==> src/shared/can_tmi_pkg.sv <==
package can_tmi_pkg;

  // ----------------------------------------------------------------
  // register byte addresses (32-bit words)
  // ----------------------------------------------------------------
  localparam logic [7:0] addr_cfg        = 8'h00;
  localparam logic [7:0] addr_timing     = 8'h04;
  localparam logic [7:0] addr_gmask_base = 8'h08;
  localparam logic [7:0] addr_gmask_ext  = 8'h0c;
  localparam logic [7:0] addr_bmask_base = 8'h10;
  localparam logic [7:0] addr_bmask_ext  = 8'h14;
  localparam logic [7:0] addr_irq_enable = 8'h18;
  localparam logic [7:0] addr_irq_pend   = 8'h1c;
  localparam logic [7:0] addr_irq_clear  = 8'h20;
  localparam logic [7:0] addr_bit_time   = 8'h24;

  // ----------------------------------------------------------------
  // field positions and reset values
  // ----------------------------------------------------------------
  localparam int cfg_internal   = 0;
  localparam int cfg_loopback   = 1;
  localparam int cfg_diag       = 2;
  localparam int cfg_err_type   = 3;
  localparam int cfg_listen     = 4;
  localparam int cfg_ack_ignore = 5;
  localparam int cfg_hidden_wr  = 6;
  localparam int cfg_width      = 7;
  localparam int tim_psc_lsb    = 9;
  localparam int tim_sjw_lsb    = 7;
  localparam int tim_ts1_lsb    = 3;
  localparam int tim_ts2_lsb    = 0;
  localparam int err_irq_bit    = 15;
  localparam int num_buffers    = 15;
  localparam logic [15:0] reset_word = 16'h0000;
  localparam logic [6:0]  psc_max_code = 7'h7f;
  localparam logic [7:0]  psc_cap = 8'h80;

  // ----------------------------------------------------------------
  // ahb constants
  // ----------------------------------------------------------------
  localparam logic [1:0] htrans_nonseq = 2'h2;
  localparam logic [1:0] htrans_seq    = 2'h3;
  localparam logic [2:0] hsize_word    = 3'h2;

  // ----------------------------------------------------------------
  // carriers
  // ----------------------------------------------------------------
  typedef struct packed {
    logic        hsel;
    logic [31:0] haddr;
    logic [1:0]  htrans;
    logic [2:0]  hsize;
    logic        hwrite;
    logic        hready;
    logic [31:0] hwdata;
  } ahb_req_t;

  typedef struct packed {
    logic [28:0] id;
    logic        srr_or_rtr;
    logic        ide;
    logic        ext_rtr;
  } can_ident_t;

  typedef struct packed {
    logic        listen_only;
    logic        ack_ignore;
    logic        loopback;
    logic        internal_loop;
    logic        hidden_rx_write;
  } diag_modes_t;

  typedef struct packed {
    logic [7:0] prescaler;
    logic [2:0] sjw_tq;
    logic [4:0] seg1_tq;
    logic [3:0] seg2_tq;
    logic [4:0] bit_tq;
  } bit_timing_t;

endpackage

==> src/can_timing_mask_irq.sv <==
module can_timing_mask_irq (
  // clock, reset, enable
  input  wire logic                       clk,
  input  wire logic                       rstn,
  input  wire logic                       clk_en,
  // ahb-lite slave
  input  wire can_tmi_pkg::ahb_req_t      ahb_in,
  output logic                            hreadyout,
  output logic                            hresp,
  output logic [31:0]                     hrdata,
  // events from the can core
  input  wire logic                       bus_error,
  input  wire logic                       node_state_change,
  input  wire logic                       counter_incremented,
  input  wire logic [14:0]                buffer_done,
  // acceptance filtering request
  input  wire logic                       rx_check,
  input  wire logic                       rx_is_ext,
  input  wire logic                       rx_for_buf14,
  input  wire can_tmi_pkg::can_ident_t    rx_ident,
  input  wire can_tmi_pkg::can_ident_t    buf_ident,
  output logic                            rx_match,
  output can_tmi_pkg::can_ident_t         rx_stored_ident,
  // configuration to the can core
  output can_tmi_pkg::diag_modes_t        diag_modes,
  output logic                            tq_tick,
  output can_tmi_pkg::bit_timing_t        bit_timing,
  // interrupt requests
  output logic                            error_irq,
  output logic [14:0]                     buffer_irq
);

  // ------------------------------------------------------------------
  // state
  // ------------------------------------------------------------------
  typedef struct packed {
    logic [can_tmi_pkg::cfg_width-1:0] cfg;
    logic [15:0] bit_timing_config;
    logic [15:0] global_accept_mask_base;
    logic [15:0] global_accept_mask_ext;
    logic [15:0] buffer14_accept_mask_base;
    logic [15:0] buffer14_accept_mask_ext;
    logic [15:0] irq_enable;
    logic        error_irq_pending;
    logic [14:0] buffer_irq_pending;
    logic        dp_valid;
    logic        dp_write;
    logic [7:0]  dp_addr;
    logic [31:0] rdata;
    logic [7:0]  tq_count;
    logic        tq_tick;
    logic        rx_match;
    can_tmi_pkg::can_ident_t stored;
  } state_t;

  state_t st;
  state_t next_st;

  // ------------------------------------------------------------------
  // decoding helpers
  // ------------------------------------------------------------------
  function automatic logic [31:0] mask_word(input logic [15:0] base, input logic [15:0] ext);
    mask_word = {base, ext};
  endfunction

  // 32-bit mask layout: id[28:18] rtr ide id[17:0] ext_remote_mask_bit -> ident layout
  function automatic can_tmi_pkg::can_ident_t mask_to_ident(input logic [31:0] m,
                                                            input logic        is_ext);
    can_tmi_pkg::can_ident_t r;
    r.id         = {m[31:21], m[18:1]};
    r.srr_or_rtr = m[20];
    r.ide        = m[19];
    r.ext_rtr    = m[0];
    if (!is_ext) begin
      r.id[17:0] = '1;
      r.ext_rtr  = 1'b1;
    end
    return r;
  endfunction

  function automatic logic [31:0] read_mux(input state_t s, input logic [7:0] a);
    logic [31:0] v;
    v = 32'h0000_0000;
    unique case (a)
      can_tmi_pkg::addr_cfg:        v = {25'h0, s.cfg};
      can_tmi_pkg::addr_timing:     v = {16'h0, s.bit_timing_config};
      can_tmi_pkg::addr_gmask_base: v = {16'h0, s.global_accept_mask_base};
      can_tmi_pkg::addr_gmask_ext:  v = {16'h0, s.global_accept_mask_ext};
      can_tmi_pkg::addr_bmask_base: v = {16'h0, s.buffer14_accept_mask_base};
      can_tmi_pkg::addr_bmask_ext:  v = {16'h0, s.buffer14_accept_mask_ext};
      can_tmi_pkg::addr_irq_enable: v = {16'h0, s.irq_enable};
      can_tmi_pkg::addr_irq_pend:   v = {16'h0, s.error_irq_pending, s.buffer_irq_pending};
      can_tmi_pkg::addr_bit_time:   v = {7'h00, timing_of(s.bit_timing_config)};
      default:                      v = 32'h0000_0000;
    endcase
    return v;
  endfunction

  function automatic can_tmi_pkg::bit_timing_t timing_of(input logic [15:0] t);
    can_tmi_pkg::bit_timing_t b;
    logic [6:0] prescale_code;
    prescale_code = t[can_tmi_pkg::tim_psc_lsb +: 7];
    b.prescaler = (prescale_code == can_tmi_pkg::psc_max_code) ? can_tmi_pkg::psc_cap
                                                     : 8'({1'b0, prescale_code} + 8'h02);
    b.sjw_tq  = 3'({1'b0, t[can_tmi_pkg::tim_sjw_lsb +: 2]} + 3'h1);
    b.seg1_tq = 5'({1'b0, t[can_tmi_pkg::tim_ts1_lsb +: 4]} + 5'h01);
    b.seg2_tq = 4'({1'b0, t[can_tmi_pkg::tim_ts2_lsb +: 3]} + 4'h1);
    b.bit_tq  = 5'(5'h01 + b.seg1_tq + {1'b0, b.seg2_tq});
    return b;
  endfunction

  // ------------------------------------------------------------------
  // acceptance filter
  // ------------------------------------------------------------------
  can_tmi_pkg::can_ident_t mask_sel;
  can_tmi_pkg::can_ident_t care_diff;
  can_tmi_pkg::can_ident_t merged;

  always_comb begin
    mask_sel = mask_to_ident(rx_for_buf14
      ? mask_word(st.buffer14_accept_mask_base, st.buffer14_accept_mask_ext)
      : mask_word(st.global_accept_mask_base, st.global_accept_mask_ext), rx_is_ext);
    care_diff = (rx_ident ^ buf_ident) & ~mask_sel;
    merged    = (rx_ident & mask_sel) | (buf_ident & ~mask_sel);
  end

  // ------------------------------------------------------------------
  // next state
  // ------------------------------------------------------------------
  logic        addr_phase;
  logic        clr_wr;
  logic [15:0] clr_bits;
  logic        err_event;

  always_comb begin
    next_st    = st;
    addr_phase = ahb_in.hsel && ahb_in.hready &&
                 (ahb_in.htrans == can_tmi_pkg::htrans_nonseq ||
                  ahb_in.htrans == can_tmi_pkg::htrans_seq);
    clr_wr     = st.dp_valid && st.dp_write && st.dp_addr == can_tmi_pkg::addr_irq_clear;
    clr_bits   = clr_wr ? ahb_in.hwdata[15:0] : 16'h0000;
    err_event  = st.cfg[can_tmi_pkg::cfg_err_type]
               ? (node_state_change && counter_incremented)
               : bus_error;

    // data phase of a write
    if (st.dp_valid && st.dp_write) begin
      unique case (st.dp_addr)
        can_tmi_pkg::addr_cfg:        next_st.cfg = ahb_in.hwdata[can_tmi_pkg::cfg_width-1:0];
        can_tmi_pkg::addr_timing:     next_st.bit_timing_config = ahb_in.hwdata[15:0];
        can_tmi_pkg::addr_gmask_base: next_st.global_accept_mask_base = ahb_in.hwdata[15:0];
        can_tmi_pkg::addr_gmask_ext:  next_st.global_accept_mask_ext = ahb_in.hwdata[15:0];
        can_tmi_pkg::addr_bmask_base: next_st.buffer14_accept_mask_base = ahb_in.hwdata[15:0];
        can_tmi_pkg::addr_bmask_ext:  next_st.buffer14_accept_mask_ext = ahb_in.hwdata[15:0];
        can_tmi_pkg::addr_irq_enable: next_st.irq_enable = ahb_in.hwdata[15:0];
        default: ;
      endcase
    end

    // pending flags: set wins over a clear in the same cycle
    next_st.error_irq_pending  = (st.error_irq_pending & ~clr_bits[can_tmi_pkg::err_irq_bit])
                               | err_event;
    next_st.buffer_irq_pending = (st.buffer_irq_pending & ~clr_bits[14:0])
                               | buffer_done;

    // address phase capture; read data registered for the data phase
    next_st.dp_valid = addr_phase;
    next_st.dp_write = ahb_in.hwrite;
    next_st.dp_addr  = ahb_in.haddr[7:0];
    next_st.rdata    = (addr_phase && !ahb_in.hwrite) ? read_mux(st, ahb_in.haddr[7:0])
                                                      : 32'h0000_0000;

    // time quantum generator
    next_st.tq_tick = 1'b0;
    if (st.tq_count + 8'h01 >= bit_timing.prescaler) begin
      next_st.tq_count = 8'h00;
      next_st.tq_tick  = 1'b1;
    end else begin
      next_st.tq_count = 8'(st.tq_count + 8'h01);
    end

    // registered filter result
    next_st.rx_match = rx_check && (care_diff == '0);
    if (rx_check && care_diff == '0) begin
      next_st.stored = merged;
    end
  end

  // ------------------------------------------------------------------
  // registers
  // ------------------------------------------------------------------
  always_ff @(posedge clk or negedge rstn) begin
    if (!rstn) begin
      st <= '0;
    end else if (clk_en) begin
      st <= next_st;
    end
  end

  // ------------------------------------------------------------------
  // outputs
  // ------------------------------------------------------------------
  logic diag_on;

  always_comb begin
    diag_on                    = st.cfg[can_tmi_pkg::cfg_diag];
    diag_modes.listen_only     = diag_on & st.cfg[can_tmi_pkg::cfg_listen];
    diag_modes.ack_ignore      = diag_on & st.cfg[can_tmi_pkg::cfg_ack_ignore];
    diag_modes.loopback        = diag_on & st.cfg[can_tmi_pkg::cfg_loopback];
    diag_modes.internal_loop   = diag_on & st.cfg[can_tmi_pkg::cfg_internal];
    diag_modes.hidden_rx_write = diag_on & st.cfg[can_tmi_pkg::cfg_hidden_wr];
    bit_timing      = timing_of(st.bit_timing_config);
    tq_tick         = st.tq_tick;
    hreadyout       = 1'b1;
    hresp           = 1'b0;
    hrdata          = st.rdata;
    rx_match        = st.rx_match;
    rx_stored_ident = st.stored;
    error_irq  = st.error_irq_pending & st.irq_enable[can_tmi_pkg::err_irq_bit];
    buffer_irq = st.buffer_irq_pending & st.irq_enable[14:0];
  end

endmodule // can_timing_mask_irq

==> config.mk <==
export PLATFORM = sky130hd
export DESIGN_NAME = can_timing_mask_irq
export DESIGN_NICKNAME = d
export VERILOG_FILES = /design/src/shared/can_tmi_pkg.sv /design/src/can_timing_mask_irq.sv
export SDC_FILE = /design/constraint.sdc
export NUM_CORES = 1
export LEC_CHECK = 0
export ABC_AREA = 1
export BUFFER_PORTS_ARGS = -buffer_cell sky130_fd_sc_hd__buf_2
export CAP_MARGIN = 10
export CORE_MARGIN = 4
export CORE_UTILIZATION = 30
export CTS_CLUSTER_DIAMETER = 30
export DETAILED_ROUTE_END_ITERATION = 7
export REMOVE_ABC_BUFFERS = 1
export SYNTH_ARGS = -nofsm -noshare
export SYNTH_HDL_FRONTEND = slang
export SYNTH_SLANG_ARGS = --single-unit
==> constraint.sdc <==
create_clock -name clk -period 6.75 [get_ports clk]
set_clock_uncertainty 0.1 [all_clocks]
set_input_delay 1.35 -clock clk [delete_from_list [all_inputs] [get_ports clk]]
set_output_delay 1.35 -clock clk [all_outputs]
set_load 0.01 [all_outputs]
==> metrics.txt <==
status=finished clean; final cycle utilization of the critical path=58.43%; FILL cells=4083; Max Slew Vio Count=0; Hold Fails Final Rpt=0; first-pass GRT wire length=59640 um; CP startpoint=st[183]; switching share of total power=28.11%; Root Driver=clkbuf_16; Detailed Routing Iterations Pass 1=5; GRT Max-Usage Layer=met2; Worst-Margin Slew=roughly 1100 ps; reg2reg path depth=15; Synth Instances=1607; Total GRT Usage=18.66%; relative max-transition margin=a little under a quarter; wire per inst=around 17 um; TritonCTS clock tree=built; minimum clock period=3944 ps; Area growth syn-to-layout=14.80%; fmax=around 250 MHz; Final nets=~1900; synth warn=0; Crit. End Element=output pin; CTS Hold Bufs=0; met2 usage=30.70%; Int Power=1.880 mW; cell count along the critical path=9; worst setup margin=2806 ps; reg2reg setup slack=3980 ps; RSZ-0062 raised after global routing=no; gpl congestion=about 0.9; area of the mapped netlist=0.01142 mm^2; count of final setup violators=0; Via density=approximately 4.7; setup bufs post-CTS=0; Final ANT Viol Nets=0; share of power burned in the clock network=39.9%; synth top area cells=dfrtp_1, nand2_1, o21ai_0; cell taking the most area after synthesis=dfrtp_1; peak supply drop=0.0001725 V; sequential share of the synthesized area=42.93%; most frequent cells in the layout=nand2_1, buf_2, dfrtp_1, o21ai_0, inv_1; Worst path slowest cell=dfrtp_1; worst skew pair latency=~440 ps; Horiz. Die Dim=203.1 um; worst setup path category=flop to output pin; CP most frequent cell=nand2_1; most common library cell in the layout ignoring fill and taps=nand2_1; vias in the first global route=10050; Iter 0 DRT Violations=868; via count=10590; die footprint=0.04127 mm^2; worst r2r src=st[190]; core area=0.03758 mm^2; pre-CTS setup slack=approximately 2600 ps; clock sink total=196; Post-CTS Resized=0; largest net degree at the start of global routing=between 100 and 150; met3 usage=2.512%; CP max FO=6; Die Ht=203.1 um; sequence of cells on the critical path=ha_1, inv_1, fa_1, nor2_1, nand3_1, nand2_1, nand2_1, and2_1, buf_2; Power Density=199.4 mW/mm^2; Synth cell types=34; Switch Pwr=0.7354 mW; drt drc=0; Yosys reg bits=196; hold path cells=2; Max-Cap Viols=0; Total Neg Setup Slack=0 ps; static leakage=7.141 nW; Clock Tree Buf Depth=2; share of layout cells above drive strength 1=~16%; Mean Syn Cell Area=7.109 um^2; GR Overflow Total=0; crit start category=flop; Logic pwr share=13.0%; final core occ=34.90%; CP required=5300 ps; htree depth=4; I/O pin count=274; placed wire-length estimate=28310 um; CP endpoint=bit_timing[4]; met1 GRT Util=25.50%; Sequential Power Share=between 40% and 50%; initial antenna violation count=2; reg2reg end=st[39]; Initial Utilization=30.40%; drt total wl=between 30000 and 40000 um; Hold WC Path Type=flop to flop; Critical Path Max Stage Delay=about 510 ps; arrival time at the worst endpoint=around 2500 ps; clk slew on worst S/H paths=70 ps; worst path bufs/invs=2; register area=around 0.0049 mm^2; Crit path max-delay family=adder cells; multi-input logic area=0.005097 mm^2; Port-buffer cells=220; Rows=71; TritonCTS Buffers=17; share of the synthesized area in the top cell type=42.93%
==> cells in the mapped netlist <==
| cell type | count |
|---|---|
| nand2_1 | 563 |
| dfrtp_1 | 196 |
| o21ai_0 | 194 |
| inv_1 | 175 |
| nand3_1 | 121 |
| nor2_1 | 112 |
| buf_4 | 70 |
| clkbuf_1 | 41 |
| xor2_1 | 19 |
| ha_1 | 17 |
| a21oi_1 | 15 |
| mux2_2 | 14 |
| buf_2 | 12 |
| o21ai_1 | 9 |
| nand4_1 | 7 |
| o22ai_1 | 6 |
| buf_6 | 5 |
| nor3_1 | 5 |
| or2_2 | 4 |
| xnor2_1 | 3 |
| a22o_1 | 2 |
| and2_1 | 2 |
| and3_1 | 2 |
| conb_1 | 2 |
| nor2_4 | 2 |
| a21boi_0 | 1 |
| buf_1 | 1 |
| fa_1 | 1 |
| inv_2 | 1 |
| nand2_2 | 1 |
| nand3b_1 | 1 |
| nor3b_1 | 1 |
| nor4_1 | 1 |
| o21a_1 | 1 |
==> metrics by stage <==
stage	std cells	hold slack (ps)	total power [mW]	instance area [um^2]
after floorplan	1485	341.7	1.438	10650
after global placement	2231	349.6	1.591	12540
after detailed placement	2231	353.2	1.598	12540
after CTS	2261	374.2	2.654	13110
after global routing	2263	389.2	2.743	13120
final	2263	368.9	2.616	13120
==> power by group through the flow <==
stage	clock network (mW)	registers [mW]	logic (mW)
2_1_floorplan	0	1.25	0.188
5_1_grt	1.11	1.24	0.391
6_report	1.04	1.23	0.339
4_1_cts	1.08	1.23	0.344
3_3_place_gp	0	1.25	0.336
3_5_place_dp	0	1.26	0.342
==> kinds of logic after synthesis <==
logic type	Yosys count	synth area share (%)
adder cells (fa/ha/maj)	18	2.037
multiplexers	14	1.380
flip-flops	196	42.93
XOR/XNOR	22	1.687
AO/OA/AOI/OAI	228	10.16
buffers and inverters	305	12.78
AND/OR/NAND/NOR	822	28.96
other	2	0.06573
==> per-layer routing <==
layer,routed length [um],vias up
li1,-,5220
met1,17250,4979
met2,18560,338
met3,2025,48
met4,1147,0
met5,0,-
==> sequential cells by signal, indices dropped and copies added (netlist names) <==
name,cells
rx_match,1
hrdata,25
st,136
rx_stored_ident,32
tq_tick,1
diag_on,1
==> worst min-delay path by stage <==
stage	start	endpoint
3_3_place_gp	rx_stored_ident[7]	rx_stored_ident[7]
4_1_cts	rx_stored_ident[2]	rx_stored_ident[2]
3_5_place_dp	rx_stored_ident[2]	rx_stored_ident[2]
6_report	rx_stored_ident[30]	rx_stored_ident[30]
5_1_grt	rx_stored_ident[11]	rx_stored_ident[11]
2_1_floorplan	st[82]	st[82]
==> layout make-up <==
cell class                      instances  area share, %
Antenna cell                            2        0.03816
Clock buffer                           19          3.377
Clock inverter                         11         0.9922
Inverter                              176          5.037
Multi-Input combinational cell       1113          38.87
Sequential cell                       196          37.40
Tap cell                              511          4.875
Timing Repair Buffer                  235          9.416
==> worst reg2reg max path: cells and delay by family, from the launching register on <==
family        cells  cell delay (ps)
simple gates     11             1390
fa+ha+maj         1              300
buf+inv           3              320
flops             1              540
Power figures use the tool's default switching activity.
